===== src/rtl/ctau_pkg.sv =====
// Shared types and constants for the transfer and arithmetic execution unit.
package ctau_pkg;

   // ----------------------------------------------------------------------
   // Register numbering
   // ----------------------------------------------------------------------
   localparam logic [2:0] REG_X = 3'h0;
   localparam logic [2:0] REG_A = 3'h1;
   localparam logic [1:0] PAIR_WIDE_ACC = 2'h0;
   localparam logic [1:0] PAIR_BC       = 2'h1;
   localparam logic [1:0] PAIR_SECOND   = 2'h2;
   localparam logic [1:0] PAIR_MAIN     = 2'h3;
   localparam int         NUM_GPR       = 8;

   // ----------------------------------------------------------------------
   // Program status word layout and reset value
   // ----------------------------------------------------------------------
   localparam int         PSW_ZERO_BIT  = 6;
   localparam int         PSW_HALF_BIT  = 4;
   localparam int         PSW_CARRY_BIT = 0;
   localparam logic [7:0] PSW_RESET     = 8'h02;
   localparam logic [7:0] GPR_RESET     = 8'h00;

   // ----------------------------------------------------------------------
   // Short direct addressing window
   // ----------------------------------------------------------------------
   localparam logic [7:0]  SADDR_WRAP_LIMIT = 8'h20;
   localparam logic [15:0] SADDR_LOW_PAGE   = 16'hfe00;
   localparam logic [15:0] SADDR_HIGH_PAGE  = 16'hff00;

   // ----------------------------------------------------------------------
   // Instruction lengths (bytes) and durations (CPU clock cycles)
   // ----------------------------------------------------------------------
   localparam logic [1:0] LEN_1 = 2'h1;
   localparam logic [1:0] LEN_2 = 2'h2;
   localparam logic [1:0] LEN_3 = 2'h3;
   localparam logic [3:0] CYC_4 = 4'h4;
   localparam logic [3:0] CYC_6 = 4'h6;
   localparam logic [3:0] CYC_8 = 4'h8;

   // CPU clock divide ratios from the base clock (high and low speed).
   localparam int CPU_DIV_FAST = 1;
   localparam int CPU_DIV_SLOW = 4;

   // ----------------------------------------------------------------------
   // Types
   // ----------------------------------------------------------------------
   typedef enum logic [4:0] {
      OP_MOV_R_IMM, OP_MOV_A_R, OP_MOV_R_A, OP_MOV_PSW_IMM, OP_MOV_PSW_A,
      OP_MOV_A_PSW, OP_MOV_A_HLD, OP_XCH_A_R, OP_XCH_A_HLD, OP_WORD_TRANSFER_RP_IMM,
      OP_WORD_TRANSFER_AX_RP, OP_WORD_TRANSFER_RP_AX, OP_WORD_SWAP_AX_RP, OP_ADD_A_HL,
      OP_ADD_SADDR_IMM, OP_ADD_WITH_CARRY_A_IMM, OP_SUBTRACT_WITH_BORROW_A_IMM, OP_SUB_A_ABS,
      OP_AND_A_ABS, OP_AND_SADDR_IMM
   } ctau_op_t;

   typedef enum logic [1:0] {ALU_ADD, ALU_SUB, ALU_AND, ALU_PASS} ctau_alu_op_t;

   typedef enum logic [2:0] {
      FLG_KEEP, FLG_CLEAR, FLG_SET, FLG_RESULT, FLG_RESTORE
   } ctau_flag_ctl_t;

   typedef struct packed {
      ctau_flag_ctl_t zero;
      ctau_flag_ctl_t half;
      ctau_flag_ctl_t carry;
   } ctau_flag_set_t;

   typedef struct packed {
      ctau_op_t    op;
      logic [2:0]  reg_sel;
      logic [1:0]  pair_sel;
      logic [7:0]  imm8;
      logic [7:0]  offset8;
      logic [15:0] imm16;
   } ctau_instr_t;

   typedef struct packed {
      logic [7:0] result;
      logic       zero;
      logic       half;
      logic       carry;
   } ctau_alu_out_t;

endpackage


===== src/rtl/ctau_exec_unit.sv =====
// Execution unit for byte/word transfers, exchanges, add, subtract and AND.
`timescale 1ns/1ps

module ctau_exec_unit
   import ctau_pkg::*;
#(
   parameter int DIV_FAST = CPU_DIV_FAST,
   parameter int DIV_SLOW = CPU_DIV_SLOW
)
(
   input  wire logic               clock_in,
   input  wire logic               srst_in,
   input  wire logic               processor_clock_control_in,
   input  wire logic               instr_valid_in,
   input  wire ctau_instr_t        instr_in,
   input  wire logic [7:0]         mem_rdata_in,
   output logic                    ready_out,
   output logic                    done_out,
   output logic                    illegal_out,
   output logic [1:0]              instr_len_out,
   output logic                    mem_req_out,
   output logic                    mem_we_out,
   output logic [15:0]             mem_addr_out,
   output logic [7:0]              mem_wdata_out,
   output logic [NUM_GPR-1:0][7:0] gpr_out,
   output logic [7:0]              psw_out
);

   // ----------------------------------------------------------------------
   // Per-instruction tables
   // ----------------------------------------------------------------------
   function automatic logic [3:0] op_cycles(input ctau_op_t op);
      case (op)
         OP_MOV_A_R, OP_MOV_R_A, OP_MOV_PSW_A, OP_MOV_A_PSW,
         OP_WORD_TRANSFER_AX_RP, OP_WORD_TRANSFER_RP_AX, OP_ADD_WITH_CARRY_A_IMM,
         OP_SUBTRACT_WITH_BORROW_A_IMM:                           op_cycles = CYC_4;
         OP_XCH_A_HLD, OP_WORD_SWAP_AX_RP,
         OP_SUB_A_ABS, OP_AND_A_ABS:              op_cycles = CYC_8;
         default:                                 op_cycles = CYC_6;
      endcase
   endfunction

   function automatic logic [1:0] op_length(input ctau_op_t op);
      case (op)
         OP_WORD_TRANSFER_AX_RP, OP_WORD_TRANSFER_RP_AX, OP_WORD_SWAP_AX_RP,
         OP_ADD_A_HL:                             op_length = LEN_1;
         OP_MOV_R_IMM, OP_MOV_PSW_IMM, OP_WORD_TRANSFER_RP_IMM, OP_ADD_SADDR_IMM,
         OP_SUB_A_ABS, OP_AND_A_ABS,
         OP_AND_SADDR_IMM:                        op_length = LEN_3;
         default:                                 op_length = LEN_2;
      endcase
   endfunction

   function automatic logic op_reads_mem(input ctau_op_t op);
      op_reads_mem = op inside {OP_MOV_A_HLD, OP_XCH_A_HLD, OP_ADD_A_HL,
                                OP_ADD_SADDR_IMM, OP_SUB_A_ABS, OP_AND_A_ABS,
                                OP_AND_SADDR_IMM};
   endfunction

   function automatic logic op_writes_mem(input ctau_op_t op);
      op_writes_mem = op inside {OP_XCH_A_HLD, OP_ADD_SADDR_IMM, OP_AND_SADDR_IMM};
   endfunction

   // Exchanges and transfers other than those into PSW keep every flag; arithmetic takes all three from
   // the result and AND takes only zero.
   function automatic ctau_flag_set_t op_flags(input ctau_op_t op);
      case (op)
         OP_ADD_A_HL, OP_ADD_SADDR_IMM, OP_ADD_WITH_CARRY_A_IMM, OP_SUBTRACT_WITH_BORROW_A_IMM,
         OP_SUB_A_ABS: op_flags = '{FLG_RESULT, FLG_RESULT, FLG_RESULT};
         OP_AND_A_ABS,
         OP_AND_SADDR_IMM: op_flags = '{FLG_RESULT, FLG_KEEP, FLG_KEEP};
         default: op_flags = '{FLG_KEEP, FLG_KEEP, FLG_KEEP};
      endcase
   endfunction

   function automatic logic apply_flag(input ctau_flag_ctl_t ctl, input logic cur,
                                       input logic res, input logic prior);
      case (ctl)
         FLG_CLEAR:   apply_flag = 1'b0;
         FLG_SET:     apply_flag = 1'b1;
         FLG_RESULT:  apply_flag = res;
         FLG_RESTORE: apply_flag = prior;
         default:     apply_flag = cur;
      endcase
   endfunction

   function automatic logic [15:0] saddr_of(input logic [7:0] off);
      saddr_of = (off < SADDR_WRAP_LIMIT) ? (SADDR_HIGH_PAGE | {8'h00, off})
                                          : (SADDR_LOW_PAGE | {8'h00, off});
   endfunction

   // ----------------------------------------------------------------------
   // State
   // ----------------------------------------------------------------------
   // Acceptance issues the read, execute holds it on the port, work uses the read data one cycle later and issues
   // any write, hold waits out the documented duration.
   typedef enum logic [1:0] {ST_IDLE, ST_EXEC, ST_WORK, ST_HOLD} ctau_state_t;

   ctau_state_t              state_ff;
   ctau_instr_t              instr_ff;
   logic [NUM_GPR-1:0][7:0]  gpr_ff;
   logic [7:0]               psw_ff;
   logic [7:0]               prior_psw_ff;
   logic [3:0]               div_cnt_ff;
   logic [3:0]               cyc_cnt_ff;
   logic                     ready_ff;
   logic                     done_ff;
   logic                     illegal_ff;
   logic [1:0]               len_ff;
   logic                     mem_req_ff;
   logic                     mem_we_ff;
   logic [15:0]              mem_addr_ff;
   logic [7:0]               mem_wdata_ff;

   logic                     accept;
   logic                     bad_operand;
   logic                     cpu_tick;
   logic [3:0]               div_last;
   logic [3:0]               nxt_div_cnt;
   logic [3:0]               nxt_cyc_cnt;
   logic [7:0]               acc;
   logic [15:0]              main_ptr;
   logic [15:0]              nxt_addr;
   logic [7:0]               alu_a;
   logic [7:0]               alu_b;
   ctau_alu_op_t             alu_op;
   ctau_alu_out_t            alu_res;
   ctau_flag_set_t           flag_ctl;

   assign acc      = gpr_ff[REG_A];
   assign main_ptr = {gpr_ff[{PAIR_MAIN, 1'b1}], gpr_ff[{PAIR_MAIN, 1'b0}]};
   assign accept   = instr_valid_in && ready_ff;
   assign flag_ctl = op_flags(instr_ff.op);

   // ----------------------------------------------------------------------
   // Operand legality and address generation
   // ----------------------------------------------------------------------
   always_comb begin
      case (instr_in.op)
         OP_MOV_A_R, OP_MOV_R_A: bad_operand = (instr_in.reg_sel == REG_A);
         OP_XCH_A_R: bad_operand = (instr_in.reg_sel == REG_A) ||
                                   (instr_in.reg_sel == REG_X);
         OP_WORD_TRANSFER_AX_RP, OP_WORD_TRANSFER_RP_AX,
         OP_WORD_SWAP_AX_RP: bad_operand = (instr_in.pair_sel == PAIR_WIDE_ACC);
         default: bad_operand = 1'b0;
      endcase
   end

   always_comb begin
      case (instr_in.op)
         OP_MOV_A_HLD, OP_XCH_A_HLD: nxt_addr = main_ptr + {8'h00, instr_in.offset8};
         OP_ADD_A_HL:  nxt_addr = main_ptr;
         OP_ADD_SADDR_IMM, OP_AND_SADDR_IMM: nxt_addr = saddr_of(instr_in.offset8);
         default:      nxt_addr = instr_in.imm16;
      endcase
   end

   // ----------------------------------------------------------------------
   // CPU clock: the divider count advances every base clock, the cycle count once per CPU clock period.
   // ----------------------------------------------------------------------
   assign div_last = processor_clock_control_in ? 4'(DIV_FAST - 1) : 4'(DIV_SLOW - 1);
   assign cpu_tick = (div_cnt_ff == div_last);
   assign nxt_div_cnt = cpu_tick ? 4'h0 : div_cnt_ff + 4'h1;
   assign nxt_cyc_cnt = cpu_tick ? cyc_cnt_ff + 4'h1 : cyc_cnt_ff;

   always_ff @(posedge clock_in) begin
      if (srst_in || accept) begin
         div_cnt_ff <= 4'h0;
      end else begin
         div_cnt_ff <= nxt_div_cnt;
      end
   end

   // ----------------------------------------------------------------------
   // Sequencer and handshake
   // ----------------------------------------------------------------------
   always_ff @(posedge clock_in) begin
      if (srst_in) begin
         state_ff     <= ST_IDLE;
         ready_ff     <= 1'b1;
         done_ff      <= 1'b0;
         illegal_ff   <= 1'b0;
         cyc_cnt_ff   <= 4'h0;
         len_ff       <= 2'h0;
         instr_ff     <= '0;
         prior_psw_ff <= PSW_RESET;
      end else begin
         done_ff    <= 1'b0;
         illegal_ff <= 1'b0;
         case (state_ff)
            ST_IDLE: begin
               if (accept && bad_operand) begin
                  illegal_ff <= 1'b1;
               end else if (accept) begin
                  state_ff     <= ST_EXEC;
                  ready_ff     <= 1'b0;
                  instr_ff     <= instr_in;
                  len_ff       <= op_length(instr_in.op);
                  cyc_cnt_ff   <= 4'h0;
                  prior_psw_ff <= psw_ff;
               end
            end
            ST_EXEC, ST_WORK, ST_HOLD: begin
               state_ff   <= (state_ff == ST_EXEC) ? ST_WORK : ST_HOLD;
               cyc_cnt_ff <= nxt_cyc_cnt;
               // Memory work always ends by the third base clock, inside the
               // shortest duration, so timing never waits on it. Done is raised
               // one base clock ahead so that it stands in the last base clock
               // of the final CPU clock period, where the next take may happen.
               if (nxt_cyc_cnt == op_cycles(instr_ff.op) - 4'h1 &&
                   nxt_div_cnt == div_last) begin
                  state_ff <= ST_IDLE;
                  ready_ff <= 1'b1;
                  done_ff  <= 1'b1;
               end
            end
            default: state_ff <= ST_IDLE;
         endcase
      end
   end

   // ----------------------------------------------------------------------
   // Memory port: one read at acceptance, one write in the work cycle.
   // ----------------------------------------------------------------------
   always_ff @(posedge clock_in) begin
      if (srst_in) begin
         mem_req_ff   <= 1'b0;
         mem_we_ff    <= 1'b0;
         mem_addr_ff  <= 16'h0000;
         mem_wdata_ff <= 8'h00;
      end else if (accept && !bad_operand && op_reads_mem(instr_in.op)) begin
         mem_req_ff  <= 1'b1;
         mem_we_ff   <= 1'b0;
         mem_addr_ff <= nxt_addr;
      end else if (state_ff == ST_WORK && op_writes_mem(instr_ff.op)) begin
         mem_req_ff   <= 1'b1;
         mem_we_ff    <= 1'b1;
         mem_wdata_ff <= (instr_ff.op == OP_XCH_A_HLD) ? acc : alu_res.result;
      end else begin
         mem_req_ff <= 1'b0;
         mem_we_ff  <= 1'b0;
      end
   end

   // ----------------------------------------------------------------------
   // Arithmetic
   // ----------------------------------------------------------------------
   always_comb begin
      alu_a = acc;
      alu_b = mem_rdata_in;
      case (instr_ff.op)
         OP_ADD_A_HL, OP_SUB_A_ABS: alu_op = (instr_ff.op == OP_ADD_A_HL) ? ALU_ADD : ALU_SUB;
         OP_ADD_WITH_CARRY_A_IMM, OP_SUBTRACT_WITH_BORROW_A_IMM: begin
            alu_op = (instr_ff.op == OP_ADD_WITH_CARRY_A_IMM) ? ALU_ADD : ALU_SUB;
            alu_b  = instr_ff.imm8;
         end
         OP_ADD_SADDR_IMM, OP_AND_SADDR_IMM: begin
            alu_op = (instr_ff.op == OP_ADD_SADDR_IMM) ? ALU_ADD : ALU_AND;
            alu_a  = mem_rdata_in;
            alu_b  = instr_ff.imm8;
         end
         OP_AND_A_ABS: alu_op = ALU_AND;
         default:      alu_op = ALU_PASS;
      endcase
   end

   ctau_alu u_alu (
      .op_in    (alu_op),
      .a_in     (alu_a),
      .b_in     (alu_b),
      .carry_in ((instr_ff.op inside {OP_ADD_WITH_CARRY_A_IMM, OP_SUBTRACT_WITH_BORROW_A_IMM}) && psw_ff[PSW_CARRY_BIT]),
      .res_out  (alu_res)
   );

   // ----------------------------------------------------------------------
   // Register file
   // ----------------------------------------------------------------------
   always_ff @(posedge clock_in) begin
      if (srst_in) begin
         gpr_ff <= {NUM_GPR{GPR_RESET}};
      end else if (state_ff == ST_WORK) begin
         case (instr_ff.op)
            OP_MOV_R_IMM:  gpr_ff[instr_ff.reg_sel] <= instr_ff.imm8;
            OP_MOV_A_R:    gpr_ff[REG_A] <= gpr_ff[instr_ff.reg_sel];
            OP_MOV_R_A:    gpr_ff[instr_ff.reg_sel] <= acc;
            OP_MOV_A_PSW:  gpr_ff[REG_A] <= psw_ff;
            OP_MOV_A_HLD:  gpr_ff[REG_A] <= mem_rdata_in;
            OP_XCH_A_R: begin
               gpr_ff[REG_A]            <= gpr_ff[instr_ff.reg_sel];
               gpr_ff[instr_ff.reg_sel] <= acc;
            end
            OP_XCH_A_HLD:  gpr_ff[REG_A] <= mem_rdata_in;
            OP_WORD_TRANSFER_RP_IMM: begin
               gpr_ff[{instr_ff.pair_sel, 1'b0}] <= instr_ff.imm16[7:0];
               gpr_ff[{instr_ff.pair_sel, 1'b1}] <= instr_ff.imm16[15:8];
            end
            OP_WORD_TRANSFER_AX_RP, OP_WORD_TRANSFER_RP_AX, OP_WORD_SWAP_AX_RP: begin
               if (instr_ff.op != OP_WORD_TRANSFER_RP_AX) begin
                  gpr_ff[REG_X] <= gpr_ff[{instr_ff.pair_sel, 1'b0}];
                  gpr_ff[REG_A] <= gpr_ff[{instr_ff.pair_sel, 1'b1}];
               end
               if (instr_ff.op != OP_WORD_TRANSFER_AX_RP) begin
                  gpr_ff[{instr_ff.pair_sel, 1'b0}] <= gpr_ff[REG_X];
                  gpr_ff[{instr_ff.pair_sel, 1'b1}] <= acc;
               end
            end
            OP_ADD_A_HL, OP_ADD_WITH_CARRY_A_IMM, OP_SUBTRACT_WITH_BORROW_A_IMM, OP_SUB_A_ABS,
            OP_AND_A_ABS: gpr_ff[REG_A] <= alu_res.result;
            default: gpr_ff <= gpr_ff;
         endcase
      end
   end

   // ----------------------------------------------------------------------
   // Program status word
   // ----------------------------------------------------------------------
   always_ff @(posedge clock_in) begin
      if (srst_in) begin
         psw_ff <= PSW_RESET;
      end else if (state_ff == ST_WORK) begin
         if (instr_ff.op == OP_MOV_PSW_IMM) begin
            psw_ff <= instr_ff.imm8;
         end else if (instr_ff.op == OP_MOV_PSW_A) begin
            psw_ff <= acc;
         end else begin
            psw_ff[PSW_ZERO_BIT]  <= apply_flag(flag_ctl.zero, psw_ff[PSW_ZERO_BIT],
                                                alu_res.zero, prior_psw_ff[PSW_ZERO_BIT]);
            psw_ff[PSW_HALF_BIT]  <= apply_flag(flag_ctl.half, psw_ff[PSW_HALF_BIT],
                                                alu_res.half, prior_psw_ff[PSW_HALF_BIT]);
            psw_ff[PSW_CARRY_BIT] <= apply_flag(flag_ctl.carry, psw_ff[PSW_CARRY_BIT],
                                                alu_res.carry, prior_psw_ff[PSW_CARRY_BIT]);
         end
      end
   end

   // ----------------------------------------------------------------------
   // Outputs
   // ----------------------------------------------------------------------
   assign ready_out     = ready_ff;
   assign done_out      = done_ff;
   assign illegal_out   = illegal_ff;
   assign instr_len_out = len_ff;
   assign mem_req_out   = mem_req_ff;
   assign mem_we_out    = mem_we_ff;
   assign mem_addr_out  = mem_addr_ff;
   assign mem_wdata_out = mem_wdata_ff;
   assign gpr_out       = gpr_ff;
   assign psw_out       = psw_ff;

endmodule // ctau_exec_unit


===== src/rtl/ctau_alu.sv =====
// Byte adder, subtractor and AND with zero, half-carry and carry results.
`timescale 1ns/1ps

module ctau_alu
   import ctau_pkg::*;
(
   input  wire ctau_alu_op_t  op_in,
   input  wire logic [7:0]    a_in,
   input  wire logic [7:0]    b_in,
   input  wire logic          carry_in,
   output ctau_alu_out_t      res_out
);

   logic [4:0] low_sum;
   logic [8:0] full_sum;

   always_comb begin
      low_sum  = 5'h0_0;
      full_sum = 9'h0_00;
      res_out  = '0;
      case (op_in)
         ALU_ADD: begin
            low_sum  = {1'b0, a_in[3:0]} + {1'b0, b_in[3:0]} + {4'h0, carry_in};
            full_sum = {1'b0, a_in} + {1'b0, b_in} + {8'h00, carry_in};
            res_out.result = full_sum[7:0];
            res_out.half   = low_sum[4];
            res_out.carry  = full_sum[8];
         end
         ALU_SUB: begin
            // Bit 4 and bit 8 of the differences are the borrows out.
            low_sum  = {1'b0, a_in[3:0]} - {1'b0, b_in[3:0]} - {4'h0, carry_in};
            full_sum = {1'b0, a_in} - {1'b0, b_in} - {8'h00, carry_in};
            res_out.result = full_sum[7:0];
            res_out.half   = low_sum[4];
            res_out.carry  = full_sum[8];
         end
         ALU_AND: res_out.result = a_in & b_in;
         default: res_out.result = b_in;
      endcase
      res_out.zero = (res_out.result == 8'h00);
   end

endmodule // ctau_alu


===== config.mk =====
export PLATFORM = sky130hd
export DESIGN_NAME = ctau_exec_unit
export DESIGN_NICKNAME = d
export VERILOG_FILES = /design/src/rtl/ctau_pkg.sv /design/src/rtl/ctau_exec_unit.sv /design/src/rtl/ctau_alu.sv
export SDC_FILE = /design/constraint.sdc
export NUM_CORES = 1
export LEC_CHECK = 0
export BUFFER_PORTS_ARGS = -buffer_cell sky130_fd_sc_hd__buf_4
export CAP_MARGIN = 20
export CORE_ASPECT_RATIO = 2
export CORE_MARGIN = 3
export CORE_UTILIZATION = 45
export DETAILED_ROUTE_END_ITERATION = 16
export PLACE_DENSITY_LB_ADDON = 0.05
export SYNTH_ARGS = -nofsm -noshare
export SYNTH_HDL_FRONTEND = slang
export SYNTH_HIERARCHICAL = 1
export SYNTH_SLANG_ARGS = --single-unit

===== constraint.sdc =====
create_clock -name clock_in -period 5.7 [get_ports clock_in]
set_input_delay 1.14 -clock clock_in [delete_from_list [all_inputs] [get_ports clock_in]]
set_output_delay 1.14 -clock clock_in [all_outputs]
set_load 0.02 [all_outputs]

* Yosys cells after proc, flatten, opt, wreduce, memory -nomap -nowiden
Memory sizes are Yosys's and may differ from the RTL's. A register that Yosys moved wholly into a read port is not among the register bits. Index checks and enable logic that the tools add are counted.
Storage, ports and cells: bits in writable memories 0, memory bits (read-only) 160, input bits 54, memories kept 2, bits in latches 0, register bits after elaboration 152
Operators by class: add/subtract/negate cells 12, multiply operators 0, bitwise logic cells 5, shifts and indexed selects 0, order comparisons 7, reduce and logical (&&, ||, !) cells 56, equality and inequality tests 59, div/mod/pow operators 0, multiplexer cells 73
Memories:
- (no name shown) | words 32, width 3, rd ports 1, clocked after Yosys merged registers in 1, write ports 0, RTL line ctau_exec_unit.sv:33 | case (op)
- (no name shown) | words 32, width 2, rd ports 1, clocked after Yosys merged registers in 1, write ports 0, RTL line ctau_exec_unit.sv:44 | case (op)
Operators with widths (number):
- bitwise mux 64 bit | 7
- case mux 48 bit (5 select lines) | 1
- 2-to-1 mux 8 bit | 10
- case mux 8 bit (9 select lines) | 1
- == test 5 x 4 -> 1 bit, second input constant | 14
- 2-to-1 mux 16 bit | 4
- 2-to-1 mux 64 bit | 1
- case mux 16 bit (3 select lines) | 1
- case mux 8 bit (5 select lines) | 1
- == test 5 bit, second input constant | 7
- binary-select mux 8 bit (select 2 bit) | 2
- demux 8 bit (select 2 bit) | 2
- == test 5 x 3 -> 1 bit, second input constant | 6
- binary-select mux 8 bit (select 3 bit) | 1
- demux 8 bit (select 3 bit) | 1
- 2-to-1 mux 4 bit | 6
- case mux 8 bit (3 select lines) | 1
- OR reduction 2 bit | 11
- == test 3 x 2 -> 1 bit, second input constant | 6
- nonzero test 6 bit | 3
- adder 16 x 8 -> 16 bit | 1
- case mux 8 bit (2 select lines) | 1
- AND reduction 2 bit | 8
- == test 5 x 2 -> 1 bit, second input constant | 3
- other kinds (51) | 113

* Logic depth before layout (Yosys ltp)
word-level depth 10, gate-level depth with buffers 20

* By module
Netlist, hierarchy kept.
By module, submodules not included:
- ctau_exec_unit | area an instance 10547.6 µm², times used 1, cells an instance 1381
- ctau_alu | area an instance 1094.8 µm², times used 1, cells an instance 130

* Least setup slack after synthesis
Ideal clock, no wire load.
kind flip-flop to flip-flop, start point reg instr_ff[39] (netlist bit), end point reg psw_ff[6], in the netlist psw_out[6], buffers on the path 1, clock period less this slack 5.131 ns, setup slack 0.569 ns, cell stages (with the launch flop) 20, data arrival time 5.053 ns, library setup time 0.078 ns, cell sequence dfxtp_1 buf_6 nor2_1 nand2_1 o22ai_2 mux2_2 fa_1 inv_1 ha_1 or2_2 fa_1 or2b_1 a2111oi_0 nor2_1 xnor2_1 mux4_2 nor4_2 a311o_1 a222oi_1 nor3_1
RTL lines:
- start: declaration | RTL line ctau_exec_unit.sv:100 | ctau_instr_t instr_ff;
- start signal: assignment | RTL line ctau_exec_unit.sv:197 | instr_ff <= instr_in;
- end signal: assignment | RTL line ctau_exec_unit.sv:322 | psw_ff <= instr_ff.imm8;
- end signal: indexed assignment | RTL line ctau_exec_unit.sv:326 | psw_ff[PSW_ZERO_BIT] <= apply_flag(flag_ctl.zero, psw_ff[PSW_ZERO_BIT],
- end signal: indexed assignment | RTL line ctau_exec_unit.sv:328 | psw_ff[PSW_HALF_BIT] <= apply_flag(flag_ctl.half, psw_ff[PSW_HALF_BIT],
- end: declaration | RTL line ctau_exec_unit.sv:102 | logic [7:0] psw_ff;

==> summary.md <==
| Metric | Value |
|---|---|
| Top FF cell, synth | dfxtp_1 |
| CTS clk-pin slew, worst paths | 0.07 ns |
| I/O Buffers | 156 |
| Worst Hold Class | register to register |
| Post-DR wirelength/cell | ~26 um |
| Die area | 27950 um2 |
| Status | finished clean |
| Synthesized area per cell | around 7.7 um2 |
| Max-cap violations | 0 |
| Worst EP required | 6.08 ns |
| CP endpoint kind | register |
| Post-synth top area share | 25.79% |
| Synth warnings | 6 |
| Post-synth EDFFs | 0 |
| Wire length on met2 | 25040 um |
| WP data arrival | 5.73 ns |
| Die width | 119.7 um |
| 1st-pass router iterations | 6 |
| Sink of the worst hold path | mem_addr_out[5] |
| Hold Startpoint | mem_addr_out[5] |
| Post-route ant nets | 0 |
| R2r endpoint | psw_out[6] |
| Peak VDD IR | 200.8 uV |
| Setup TNS Final | 0 ns |
| Commonest non-fill, non-tap cell in the layout | nand2_1 |
| Max-slew headroom | 23.21% |
| Top sig layer | met4 |
| Via count | 12690 |
| Post-Route WL | 50110 um |
| Hold Slack | roughly 0.47 ns |
| Leak pwr | 4.932 nW |
| # diodes | 0 |
| Met1 Wirelength | 16590 um |
| Post-route cell area | 13540 um2 |
| Clock skew | around 0.010 ns |
| Hold-fix buffers, CTS | 0 |
| Reg2reg setup slack | 0.35 ns |
| # setup viols final | 0 |
| Clock Tree Root | clkbuf_16 |
| Initial antenna violation count | 0 |
| Total GRT Usage | 35.46% |
| Clock tree sinks | 150 |
| Clock period minus final worst setup slack | 5.352 ns |
| Gr ovfl total | 0 |
| Yosys cell types | 97 |
| Min-Delay Path Depth | 2 |
| CP max FO | 6 |
| GP Congestion | roughly 1.0 |
| Number of I/O pins | 157 |
| Synth Cell Area | 11640 um2 |
| Initial DRC count | 1368 |
| Dpl hpwl | 37470 um |
| CTS tree | yes |
| Post-CTS setup buffers | 0 |
| RSZ-0062 raised after global routing | no |
| Endpoints failing hold | 0 |
| Critical Path Source Type | register |
| DRC violations left | 0 |
| Die H | 233.5 um |
| Reg2reg start | instr_ff[39] |
| Clock buffer depth | 2 |
| PD cells | around 230 nW/um2 |
| Post-Syn Nets | 1610 |
| CP Class | register to register |
| Actual slew at the worst max-slew pin | 1.143 ns |
| Layout cells sized above 1 | 18.59% |
| Vias per cell | 6.493 |
| Global-route wire length before repair | ~75000 um |
| DP Area | 12910 um2 |
| Register-to-Register Path Depth | 19 |
| Tcrit/Tclk final | 93.89% |
| # nets final | 1705 |
| Max-slew violation count | 0 |
| FP Rows | between 80 and 90 |
| Ranking of synthesized cells by area | dfxtp_1, nand2_1, a21oi_1 |
| F_max | 0.1869 GHz |
| Design Power | 3.157 mW |
| Initial Util | 46.13% |
| H-tree depth | 4 |
| Share of flip-flops with an asynchronous set or reset | 0% |
| Largest net degree at the start of global routing | 84 |
| Synth-to-Final Area Change | 16.29% |
| Clk Latency, worst-skew pair | 0.46 ns |
| Core area | between 20000 and 30000 um2 |
| TritonCTS Buffers | 17 |
| Commonest cells after routing, fill and taps aside | nand2_1, buf_4, dfxtp_1, a21oi_1, nor2_1 |
| Met3 WL | between 3000 and 4000 um |
| Synth Register Bits | 150 |
| Syn Inst Count | 1511 |
| Post-cts sizing count | 0 |
| Vias in the first global route | 12250 |
| Most area-hungry cell type in the Yosys netlist | dfxtp_1 |
| Placed insts | between 1500 and 2000 |
| Post-synthesis sequential area ratio | 25.79% |
| Non-filler cells, final | roughly 2000 |
| Filler cells | 2593 |
-- layout make-up --
class | instances | area [um2] | share of cell area [%]
clock inverter | 14 | 165.2 | 1.220
inverter | 43 | 161.4 | 1.192
sequential | 150 | 3003 | 22.18
clock buffer | 18 | 429.2 | 3.170
multi-input combinational | 1202 | 7915 | 58.46
tap | 336 | 420.4 | 3.105
timing repair buffer | 192 | 1445 | 10.67
-- worst max-delay path, stage by stage (launching register included) --
cell and delay, ns:
dfxtp_1 0.37, nor2_1 0.30, nand2_1 0.22, o22ai_2 0.17, mux2_2 0.40, fa_1 0.57
inv_1 0.07, ha_1 0.19, or2_2 0.28, fa_1 0.41, or2b_1 0.25, a2111oi_0 0.46
buf_4 0.19, nor2_1 0.05, xnor2_1 0.12, mux4_2 0.52, nor4_2 0.29, a311o_1 0.14
a222oi_1 0.08, nor3_1 0.19
-- cells in the mapped netlist, drive strengths merged, types with 7 or more instances --
library cell	count
and2	9
or2	7
a41o	7
inv	42
mux2	17
o211ai	8
a31oi	10
a21o	10
mux2i	55
clkbuf	69
and3	8
xor2	12
ha	40
buf	47
a311oi	20
xnor2	16
nand2	256
nor3b	7
a222oi	15
a22oi	61
nor3	17
nand2b	14
o22ai	9
a22o	37
o21ai	66
dfxtp	150
a221oi	15
nand3b	11
a21oi	158
a211oi	10
nand3	33
nor2	145
o221ai	44
-- power breakdown --
part / total (mW) / switching [mW] / internal, mW
Clock: 1.18 / 0.523 / 0.657
Sequential: 1.17 / 0.0757 / 1.09
Combinational: 0.806 / 0.522 / 0.284
-- how the worst max path moves through the flow --
stage,start,endpoint,slack [ns],cells past startpoint
finish,instr_ff[39],psw_out[6],0.35,19
global route,instr_ff[39],psw_out[6],0.02,19
CTS,instr_ff[39],psw_out[6],0.32,19
detailed placement,mem_rdata_in[0],psw_out[6],0.16,17
global placement,mem_rdata_in[0],psw_out[6],0.22,17
floorplan,instr_ff[39],psw_out[6],0.57,19
-- routing by layer --
layer	track usage, %	vias to the layer above
met5	0	-
met4	31.16	0
met3	7.463	254
met2	61.60	625
met1	35.34	6033
li1	-	5781
-- metrics by stage --
| step | util [%] | setup WS, ns |
|---|---|---|
| 4_1_cts | 53.51 | 0.3243 |
| 3_5_place_dp | 51.16 | 0.1616 |
| 5_1_grt | 53.64 | 0.01734 |
| 2_1_floorplan | - | 0.5687 |
| 3_3_place_gp | 51.16 | 0.2217 |
| 6_report | 53.64 | 0.3485 |
-- logic make-up after synthesis --
| kind of cell | synth area share [%] |
|---|---|
| mux | 7.598 |
| simple gates | 21.57 |
| compound gates | 31.46 |
| fa+ha+maj | 5.159 |
| xor+xnor | 2.106 |
| flops | 25.79 |
| buf+inv | 6.319 |
No activity file was read; power rests on OpenSTA's default activity.
